==> config.mk <==
export PLATFORM = sky130hd
export DESIGN_NAME = fsf_led_engine
export DESIGN_NICKNAME = d
export VERILOG_FILES = /design/src/rtl/fsf_led_engine.v /design/src/rtl/fsf_pwm_cmp.v /design/src/rtl/fsf_tick_gen.v
export VERILOG_INCLUDE_DIRS = /design/src /design/src/rtl
export SDC_FILE = /design/constraint.sdc
export NUM_CORES = 2
export LEC_CHECK = 0
export BUFFER_PORTS_ARGS = -buffer_cell sky130_fd_sc_hd__buf_4
export CORE_MARGIN = 10
export CORE_UTILIZATION = 58
export CTS_CLUSTER_DIAMETER = 120
export DETAILED_ROUTE_END_ITERATION = 8
export PLACE_DENSITY = 0.74
export REMOVE_ABC_BUFFERS = 1
export SLEW_MARGIN = 20
export SYNTH_ARGS = -nofsm -noshare
export SYNTH_HDL_FRONTEND = slang
export SYNTH_HIERARCHICAL = 1
export SYNTH_SLANG_ARGS = --single-unit
==> constraint.sdc <==
create_clock -name MCLK_I -period 6.4 [get_ports MCLK_I]
set_input_delay 1.6 -clock MCLK_I [delete_from_list [all_inputs] [get_ports MCLK_I]]
set_output_delay 1.6 -clock MCLK_I [all_outputs]
set_load 0.03 [all_outputs]
==> src/rtl/fsf_consts.vh <==
`ifndef FSF_CONSTS_VH
`define FSF_CONSTS_VH

`define FSF_ADDR_DATA    8'h08
`define FSF_ADDR_MISC    8'h10
`define FSF_ADDR_LEDEN   8'h11
`define FSF_ADDR_HIGHIN  8'h2A
`define FSF_ADDR_SWRST   8'h7D
`define FSF_ADDR_CH_BASE 8'h30
`define FSF_CH_STRIDE    8'h05
`define FSF_CH_SPAN      8'h28

`define FSF_SUB_TON  3'h0
`define FSF_SUB_ONL  3'h1
`define FSF_SUB_OFF  3'h2
`define FSF_SUB_FIN  3'h3
`define FSF_SUB_FOUT 3'h4

`define FSF_MISC_LOG  3
`define FSF_MISC_XRST 2

`define FSF_RST_ZERO  8'h00
`define FSF_RST_ONL   8'hFF
`define FSF_RST_DATA  8'hFF
`define FSF_FADE_MASK 8'hF0

`define FSF_KEY1 8'h12
`define FSF_KEY2 8'h34

`define FSF_CLK_NS    50
`define FSF_TICK_NS   500
`define FSF_TICK_CYC  ((`FSF_TICK_NS) / (`FSF_CLK_NS))
`define FSF_TICK_LAST 8'h09
`define FSF_PWM_LAST  8'hFE
`define FSF_TIME_HI   5'h10

`endif

==> src/rtl/fsf_led_engine.v <==
// What this block does
// - On-time field zero gives static mode, on phase held by the IO data bit.
// - On-time 1..15 lasts 64*value PWM periods of 255 ticks, 16..31 uses 512.
// - Linear mode uses the 8-bit on-level register directly, reset all ones.
// - Log mode on fading IOs maps the on level through a nonlinear curve.
// - Off-time field zero gives single-shot mode, off held by the data bit.
// - Off-time 1..15 lasts 64*value PWM periods, 16..31 uses 512.
// - Linear off level is four times the 3-bit off-intensity field.
// - Log mode on fading IOs maps four times the off field the same way.
// - Fade-in 0 is off, else each level step lasts value frames, x16 from 16.
// - Fade-out zero is off, else each step takes value frames, x16 above 15.
// - An 8-bit register holds one high-input-mode bit per IO.
// - Writing 0x12 then 0x34 to the reset key does a full power-on reset.
// - The software reset key always reads zero.
// - Misc bit 3 selects linear (0) or logarithmic (1) mapping.
// - Each IO has an LED enable bit; PWM, blink and fade act only when set.
// - With misc bit 2 set, the external reset only clears the counters.
`timescale 1ns/1ns
`include "fsf_consts.vh"

module fsf_led_engine (
  input  wire       MCLK_I,        // 20 MHz clock
  input  wire       NRST_I,        // Power-on reset, active low
  input  wire       EXT_NRST_I,    // External reset pin, active low
  input  wire [7:0] REG_ADDR_I,    // Register address
  input  wire [7:0] REG_WDATA_I,   // Write data
  input  wire       REG_WR_I,      // Write strobe
  input  wire       REG_RD_I,      // Read strobe
  output reg  [7:0] REG_RDATA_O,   // Read data, one cycle later
  output reg  [7:0] IO_O,          // IO pin levels
  output reg  [7:0] HIGH_INPUT_O   // High input mode per IO
);

  localparam [3:0] ST_ON   = 4'b0001;
  localparam [3:0] ST_FALL = 4'b0010;
  localparam [3:0] ST_OFF  = 4'b0100;
  localparam [3:0] ST_RISE = 4'b1000;

  reg [7:0] data_reg;
  reg [7:0] misc_reg;
  reg [7:0] leden_reg;
  reg [4:0] ton_reg  [0:7];
  reg [7:0] onl_reg  [0:7];
  reg [7:0] off_reg  [0:7];
  reg [4:0] fin_reg  [0:7];
  reg [4:0] fout_reg [0:7];
  reg       key_arm_reg;
  reg       swrst_reg;
  reg [7:0] rdata_next;
  integer   k;

  wire [7:0] pwm_cnt_w;
  wire       frame_w;
  wire [7:0] pin_w;
  wire [6:0] wdec_w;
  wire [6:0] rdec_w;
  wire       full_rst_w;
  wire       cnt_rst_w;

  function [6:0] ch_decode;
    input [7:0] a;
    reg   [7:0] d;
    reg   [7:0] c;
    reg   [7:0] s;
    begin
      d = a - `FSF_ADDR_CH_BASE;
      c = d / `FSF_CH_STRIDE;
      s = d % `FSF_CH_STRIDE;
      ch_decode = {(a >= `FSF_ADDR_CH_BASE) && (d < `FSF_CH_SPAN),
                   c[2:0], s[2:0]};
    end
  endfunction

  function [13:0] per_len;
    input [4:0] t;
    begin
      if (t < `FSF_TIME_HI)
        per_len = {3'h0, t, 6'h00};
      else
        per_len = {t, 9'h000};
    end
  endfunction

  function [8:0] fade_len;
    input [4:0] t;
    begin
      if (t < `FSF_TIME_HI)
        fade_len = {4'h0, t};
      else
        fade_len = {t, 4'h0};
    end
  endfunction

  assign wdec_w = ch_decode(REG_ADDR_I);
  assign rdec_w = ch_decode(REG_ADDR_I);

  assign full_rst_w = swrst_reg |
                      (~EXT_NRST_I & ~misc_reg[`FSF_MISC_XRST]);
  assign cnt_rst_w  = full_rst_w | ~EXT_NRST_I;

  // Register file
  always @(posedge MCLK_I or negedge NRST_I) begin
    if (!NRST_I) begin
      data_reg     <= `FSF_RST_DATA;
      misc_reg     <= `FSF_RST_ZERO;
      leden_reg    <= `FSF_RST_ZERO;
      HIGH_INPUT_O <= `FSF_RST_ZERO;
      for (k = 0; k < 8; k = k + 1) begin
        ton_reg[k]  <= 5'h00;
        onl_reg[k]  <= `FSF_RST_ONL;
        off_reg[k]  <= `FSF_RST_ZERO;
        fin_reg[k]  <= 5'h00;
        fout_reg[k] <= 5'h00;
      end
    end else if (full_rst_w) begin
      data_reg     <= `FSF_RST_DATA;
      // External-reset-mode bit 2 survives external reset; power-on and key reset clear it
      misc_reg     <= swrst_reg ? `FSF_RST_ZERO :
                      (misc_reg & 8'h04);
      leden_reg    <= `FSF_RST_ZERO;
      HIGH_INPUT_O <= `FSF_RST_ZERO;
      for (k = 0; k < 8; k = k + 1) begin
        ton_reg[k]  <= 5'h00;
        onl_reg[k]  <= `FSF_RST_ONL;
        off_reg[k]  <= `FSF_RST_ZERO;
        fin_reg[k]  <= 5'h00;
        fout_reg[k] <= 5'h00;
      end
    end else if (REG_WR_I) begin
      case (REG_ADDR_I)
        `FSF_ADDR_DATA:   data_reg <= REG_WDATA_I;
        `FSF_ADDR_MISC:   misc_reg <= REG_WDATA_I;
        `FSF_ADDR_LEDEN:  leden_reg <= REG_WDATA_I;
        `FSF_ADDR_HIGHIN: HIGH_INPUT_O <= REG_WDATA_I;
        default: begin
          if (wdec_w[6]) begin
            case (wdec_w[2:0])
              `FSF_SUB_TON:  ton_reg[wdec_w[5:3]]  <= REG_WDATA_I[4:0];
              `FSF_SUB_ONL:  onl_reg[wdec_w[5:3]]  <= REG_WDATA_I;
              `FSF_SUB_OFF:  off_reg[wdec_w[5:3]]  <= REG_WDATA_I;
              `FSF_SUB_FIN:  fin_reg[wdec_w[5:3]]  <= REG_WDATA_I[4:0];
              `FSF_SUB_FOUT: fout_reg[wdec_w[5:3]] <= REG_WDATA_I[4:0];
              default:       data_reg <= data_reg;
            endcase
          end
        end
      endcase
    end
  end

  always @(posedge MCLK_I or negedge NRST_I) begin
    if (!NRST_I) begin
      key_arm_reg <= 1'b0;
      swrst_reg   <= 1'b0;
    end else begin
      swrst_reg <= 1'b0;
      if (swrst_reg) begin
        key_arm_reg <= 1'b0;
      end else if (REG_WR_I) begin
        // Any other write in between breaks the sequence
        key_arm_reg <= (REG_ADDR_I == `FSF_ADDR_SWRST) &&
                       (REG_WDATA_I == `FSF_KEY1);
        swrst_reg   <= key_arm_reg &&
                       (REG_ADDR_I == `FSF_ADDR_SWRST) &&
                       (REG_WDATA_I == `FSF_KEY2);
      end
    end
  end

  always @* begin
    rdata_next = REG_RDATA_O;
    if (REG_RD_I) begin
      case (REG_ADDR_I)
        `FSF_ADDR_DATA:   rdata_next = data_reg;
        `FSF_ADDR_MISC:   rdata_next = misc_reg;
        `FSF_ADDR_LEDEN:  rdata_next = leden_reg;
        `FSF_ADDR_HIGHIN: rdata_next = HIGH_INPUT_O;
        `FSF_ADDR_SWRST:  rdata_next = `FSF_RST_ZERO;
        default: begin
          rdata_next = `FSF_RST_ZERO;
          if (rdec_w[6]) begin
            case (rdec_w[2:0])
              `FSF_SUB_TON:
                rdata_next = {3'h0, ton_reg[rdec_w[5:3]]};
              `FSF_SUB_ONL:
                rdata_next = onl_reg[rdec_w[5:3]];
              `FSF_SUB_OFF:
                rdata_next = off_reg[rdec_w[5:3]];
              `FSF_SUB_FIN:
                rdata_next = {3'h0, fin_reg[rdec_w[5:3]]};
              `FSF_SUB_FOUT:
                rdata_next = {3'h0, fout_reg[rdec_w[5:3]]};
              default:
                rdata_next = `FSF_RST_ZERO;
            endcase
          end
        end
      endcase
    end
  end

  always @(posedge MCLK_I or negedge NRST_I) begin
    if (!NRST_I) begin
      REG_RDATA_O <= `FSF_RST_ZERO;
      IO_O        <= `FSF_RST_DATA;
    end else begin
      REG_RDATA_O <= rdata_next;
      IO_O        <= pin_w;
    end
  end

  fsf_tick_gen u_tick (
    .clk_i     (MCLK_I),
    .nrst_i    (NRST_I),
    .clr_i     (cnt_rst_w),
    .pwm_cnt_o (pwm_cnt_w),
    .frame_o   (frame_w)
  );

  genvar i;
  generate
    for (i = 0; i < 8; i = i + 1) begin : g_ch
      reg  [3:0]  st_reg;
      reg  [13:0] cnt_reg;
      reg  [8:0]  stp_reg;
      reg  [7:0]  lvl_reg;
      reg         shot_reg;
      wire        cap_w   = |(`FSF_FADE_MASK & (8'h01 << i));
      wire [7:0]  offl_w  = {3'h0, off_reg[i][2:0], 2'h0};
      wire [7:0]  onl_w   = onl_reg[i];
      wire [4:0]  toff_w  = off_reg[i][7:3];
      wire [4:0]  fin_w   = cap_w ? fin_reg[i] : 5'h00;
      wire [4:0]  fout_w  = cap_w ? fout_reg[i] : 5'h00;
      // only enabled IOs blink or fade
      wire        req_w   = ~data_reg[i] & leden_reg[i];
      wire        on_done = (ton_reg[i] != 5'h00) &&
                    (cnt_reg >= per_len(ton_reg[i]) - 14'h0001);
      wire        off_done = (cnt_reg >=
                    per_len(toff_w) - 14'h0001);
      wire        in_step = (stp_reg >= fade_len(fin_w) - 9'h001);
      wire        out_step = (stp_reg >= fade_len(fout_w) - 9'h001);

      always @(posedge MCLK_I or negedge NRST_I) begin
        if (!NRST_I) begin
          st_reg   <= ST_OFF;
          cnt_reg  <= 14'h0000;
          stp_reg  <= 9'h000;
          lvl_reg  <= 8'h00;
          shot_reg <= 1'b0;
        end else if (cnt_rst_w) begin
          st_reg   <= ST_OFF;
          cnt_reg  <= 14'h0000;
          stp_reg  <= 9'h000;
          lvl_reg  <= 8'h00;
          shot_reg <= 1'b0;
        end else if (frame_w) begin
          case (st_reg)
            ST_ON: begin
              lvl_reg <= onl_w;
              if (!req_w) begin
                st_reg  <= ST_FALL;
                stp_reg <= 9'h000;
              end else if (on_done) begin
                shot_reg <= (toff_w == 5'h00);
                st_reg   <= ST_FALL;
                stp_reg  <= 9'h000;
              end else begin
                cnt_reg <= cnt_reg + 14'h0001;
              end
            end
            ST_FALL: begin
              if (fout_w == 5'h00 || lvl_reg <= offl_w) begin
                st_reg  <= ST_OFF;
                lvl_reg <= offl_w;
                cnt_reg <= 14'h0000;
              end else if (out_step) begin
                lvl_reg <= lvl_reg - 8'h01;
                stp_reg <= 9'h000;
              end else begin
                stp_reg <= stp_reg + 9'h001;
              end
            end
            ST_OFF: begin
              lvl_reg <= offl_w;
              if (!req_w)
                shot_reg <= 1'b0;
              if (req_w && !shot_reg && (toff_w == 5'h00 ||
                  ton_reg[i] == 5'h00 || off_done)) begin
                st_reg  <= ST_RISE;
                stp_reg <= 9'h000;
              end else begin
                cnt_reg <= cnt_reg + 14'h0001;
              end
            end
            ST_RISE: begin
              if (!req_w) begin
                st_reg  <= ST_FALL;
                stp_reg <= 9'h000;
              end else if (fin_w == 5'h00 || lvl_reg >= onl_w) begin
                st_reg  <= ST_ON;
                lvl_reg <= onl_w;
                cnt_reg <= 14'h0000;
              end else if (in_step) begin
                lvl_reg <= lvl_reg + 8'h01;
                stp_reg <= 9'h000;
              end else begin
                stp_reg <= stp_reg + 9'h001;
              end
            end
            default: begin
              st_reg <= ST_OFF;
            end
          endcase
        end
      end

      fsf_pwm_cmp u_cmp (
        .level_i   (lvl_reg),
        .pwm_cnt_i (pwm_cnt_w),
        .log_i     (misc_reg[`FSF_MISC_LOG]),
        .fade_i    (cap_w),
        .en_i      (leden_reg[i]),
        .data_i    (data_reg[i]),
        .pin_o     (pin_w[i])
      );
    end
  endgenerate

endmodule

==> src/rtl/fsf_pwm_cmp.v <==
`timescale 1ns/1ns

module fsf_pwm_cmp (
  input  wire [7:0] level_i,   // Pre-mapping level
  input  wire [7:0] pwm_cnt_i, // Shared PWM phase
  input  wire       log_i,     // Log mapping active
  input  wire       fade_i,    // IO is fading capable
  input  wire       en_i,      // LED driver enabled
  input  wire       data_i,    // IO data bit
  output wire       pin_o      // Next pin level
);

  // Square law: cheap and keeps 0 and 255 fixed
  function [7:0] log_map;
    input [7:0] x;
    reg   [15:0] sq;
    begin
      sq      = x * x + 16'h00FF;
      log_map = sq[15:8];
    end
  endfunction

  wire [7:0] lvl_w;
  wire       lit_w;

  assign lvl_w = (log_i && fade_i) ? log_map(level_i) : level_i;
  assign lit_w = (pwm_cnt_i < lvl_w);
  // Sinking LED: low pin lights it
  assign pin_o = en_i ? ~lit_w : data_i;

endmodule

==> src/rtl/fsf_tick_gen.v <==
`timescale 1ns/1ns
`include "fsf_consts.vh"

module fsf_tick_gen (
  input  wire       clk_i,     // System clock
  input  wire       nrst_i,    // Async reset, active low
  input  wire       clr_i,     // Sync counter clear
  output reg  [7:0] pwm_cnt_o, // PWM phase 0..254
  output reg        frame_o    // Pulse at end of PWM period
);

  localparam [7:0] TICK_LAST = `FSF_TICK_LAST;

  reg [7:0] div_reg;

  always @(posedge clk_i or negedge nrst_i) begin
    if (!nrst_i) begin
      div_reg   <= 8'h00;
      pwm_cnt_o <= 8'h00;
      frame_o   <= 1'b0;
    end else if (clr_i) begin
      div_reg   <= 8'h00;
      pwm_cnt_o <= 8'h00;
      frame_o   <= 1'b0;
    end else begin
      frame_o <= 1'b0;
      if (div_reg == TICK_LAST) begin
        div_reg <= 8'h00;
        if (pwm_cnt_o == `FSF_PWM_LAST) begin
          pwm_cnt_o <= 8'h00;
          frame_o   <= 1'b1;
        end else begin
          pwm_cnt_o <= pwm_cnt_o + 8'h01;
        end
      end else begin
        div_reg <= div_reg + 8'h01;
      end
    end
  end

endmodule

==> flow_summary.yaml <==
die:
  initial_utilization: 0.586
  die_w_um: 333
  core_area_mm2: 0.0969
  num_io_pins: 45
  dieArea_mm2: 0.111
  die_y_um: 333
  core.rowCount: 114
placed_design:
  routabilityCongestion: 0.997
  dp_hpwl_mm: 129
  dpl-instance-area_mm2: 0.0600
  portBuffers: 44
  placedCellCount: 8048
cts:
  cts-hold-fix-buffers: 0
  cts.sinks: 567
  cts_tree: "done"
  root_buffer: "clkbuf_16"
  cts.clk_slew.worst_paths_ns: 0.06
  cts_max_level: 3
  clockBufferDepth: 3
  cts_buffers: 66
  clk_latency_ns: 0.63
power:
  leakagePower_nw: 32.4
  ir_drop_uv: 159
  power_density_mw_per_mm2: 225
routing:
  drtPass1Iterations: 6
  totalWireLength_mm: 177
  drc: 0
  via_count: 52195
  first_iter_violations: 5175
  viasPerCell: 6.32
  drt.antenna.violating_nets: 0
  avgRoutedWirePerCell_um: 21.4
sta:
  worstMarginPinSlew_ns: 1.25
  relSlewSlack: 0.163
  finalCritPeriodShare: 1.04
  hold_viol: 0
  setup_viol: 162
  period_needed_ns: 6.63
  max_freq_mhz: 151
  rsz0062_at_grt: "true"
  slew_viol_final: 0
  clock_skew_ns: 0.0313
  finalWorstSetupSlack_ns: -0.230
yosys:
  ys_seq_elements: 567
  avgSynthCellArea_um2: 8.39
  synthFlopType: "dfrtp_1"
  synth-edff-count: 0
  syn-instance-count: 6769
  syn_area_mm2: 0.0568
  async_flop_share: 1.00
  synthDistinctLibCells: 113
  ys_seq_area_frac: 0.252
  ys_warn_count: 6
global_route:
  grt_antenna_before_repair: 2
  overflow: 0
  grt_start_max_net_pins: 154
  grt_first_pass_wirelength_mm: 274
  grt_use_total: 0.303
  grt_pass1_vias: 49118
finish:
  area_growth_pct: 14.7
  finalNonFillerCells: 8254
  n_antenna_cell: 0
  final_common_cell: "inv_1"
  drive_gt1_frac: 0.158
  post-route-cell-area_mm2: 0.0651
  final_cell_mix: "inv_1 (613), nor2_1 (587), nand2_1 (559), ha_1 (543), dfrtp_1 (479)"
  largest_reg_flops: 112
  fillerInstances: 7822
  finish.net_count: 7728
setup_path:
  crit_type: "primary input to register"
  critPathArrivalTime_ns: 7.15
  worst_path_max_delay_cell: "or3_4"
  endpoint_kind: "register"
  worstPathRequired_ns: 6.92
  cpPeakStageDelay_ns: 0.46
  crit_path_start_kind: "primary input"
  cp_common_cell: "buf_6"
  crit_fanout: 8
run_status:
  violations: "setup timing"
  status: "finished, violations left"
flow_run:
  cap_violations: 0
worst_hold_path:
  hold_class: "register to register"
-- routing by layer --
metal  up-vias  GRT usage  share of wire
met2      2244      0.482           0.45
met3       464     0.0523          0.086
met4         4      0.105          0.040
li1      23995          -              -
met5         -          0        0.00015
met1     25488      0.413           0.42
-- what timing repair did --
item	CTS	global route
pin swaps	29	125
endpoints found under the setup margin	256	256
setup buffers	42	37
resized for setup	67	422
hold endpoints to repair	0	0
cloned	4	11
-- kinds of logic after synthesis --
family,synth area share
and+or+nand+nor,0.199
AOI/OAI and AO/OA,0.195
buffers and inverters,0.0702
adders and majority gates,0.203
DFF,0.252
muxes,0.0471
xor gates and xnor gates,0.0336
other,0.000132
-- final cells by class --
type	count	area (um2)	share of cell area
Timing Repair Buffer	438	4190	0.0643
Clock inverter	25	333	0.00511
Sequential cell	567	14300	0.220
Multi-Input combinational cell	5212	40400	0.620
Tap cell	1276	1600	0.0245
Clock buffer	96	1930	0.0296
Inverter	640	2410	0.0370
-- power breakdown --
group | switching [mW] | internal (mW)
sequential | 0.365 | 3.78
clock | 1.68 | 2.36
combinational | 3.73 | 2.72
total | 5.78 | 8.86
-- path summary, 6_finish.rpt --
path / depth (start not counted) / from / slack (ns) / end
min: 1 / u_tick/div_reg[0]$_DFF_PN0_ / 0.50 / u_tick/div_reg[0]$_DFF_PN0_
max reg2reg: 22 / g_ch[4].lvl_reg[0]$_DFFE_PN0P_ / 0.45 / IO_O[4]$_DFF_PN1_
min in group asynchronous: 1 / NRST_I / 1.01 / g_ch[4].stp_reg[3]$_DFFE_PN0P_
max: 34 / REG_ADDR_I[5] / -0.23 / g_ch[1].onl_w[7]$_DFFE_PN1P_
min reg2reg: 1 / u_tick/div_reg[0]$_DFF_PN0_ / 0.50 / u_tick/div_reg[0]$_DFF_PN0_
max in group asynchronous: 2 / NRST_I / 4.01 / g_ch[6].lvl_reg[0]$_DFFE_PN0P_
-- stage by stage --
step	TNS [ns]	power, mW	setup slack (ns)	utilization	hold slack, ns
final	-14.12	14.6	-0.230	0.672	0.499
after global routing	-75.18	15.4	-0.486	0.672	0.523
after CTS	0	14.2	0.00213	0.650	0.499
after detailed placement	-284.60	9.98	-1.28	0.619	0.488
after global placement	-220.78	9.84	-1.02	0.619	0.474
after floorplan	-877.32	7.88	-4.54	-	0.451
-- Yosys cell counts, types with 27 or more instances --
| cell | instances | area [um2] |
|---|---|---|
| xor2_1 | 46 | 403 |
| nand3_1 | 222 | 1110 |
| o211ai_1 | 27 | 203 |
| a21oi_1 | 324 | 1620 |
| nand2b_1 | 172 | 1080 |
| xnor2_1 | 166 | 1450 |
| nor2b_1 | 76 | 475 |
| nor4_1 | 32 | 200 |
| mux2i_1 | 219 | 2190 |
| nor2_1 | 644 | 2420 |
| and2_1 | 76 | 475 |
| mux2_2 | 38 | 428 |
| a31oi_1 | 70 | 438 |
| o21ai_1 | 27 | 135 |
| o21ai_0 | 384 | 1920 |
| a21o_1 | 201 | 1510 |
| a221oi_1 | 50 | 438 |
| o22ai_1 | 65 | 407 |
| a2111oi_0 | 28 | 245 |
| or2_2 | 34 | 213 |
| nor3_1 | 105 | 526 |
| o31ai_1 | 88 | 661 |
| a22oi_1 | 29 | 218 |
| o21a_1 | 33 | 248 |
| nand3b_1 | 51 | 383 |
| dfrtp_1 | 479 | 12000 |
| inv_1 | 618 | 2320 |
| buf_1 | 29 | 109 |
| nand2_1 | 600 | 2250 |
| nor4b_1 | 37 | 324 |
| clkbuf_1 | 307 | 1150 |
| buf_2 | 27 | 135 |
| fa_1 | 232 | 4640 |
| ha_1 | 550 | 6880 |
| dfstp_2 | 88 | 2310 |
| and3_1 | 118 | 738 |
-- critical path: cells and delay by family --
family                   cells  cell delay, ns
AO/OA/AOI/OAI               11            2.05
adder cells (fa/ha/maj)      3            0.70
buffers and inverters       10            1.24
XOR/XNOR                     1            0.23
AND/OR/NAND/NOR              9            1.30
Note: power is estimated with default switching activity, not from simulation.
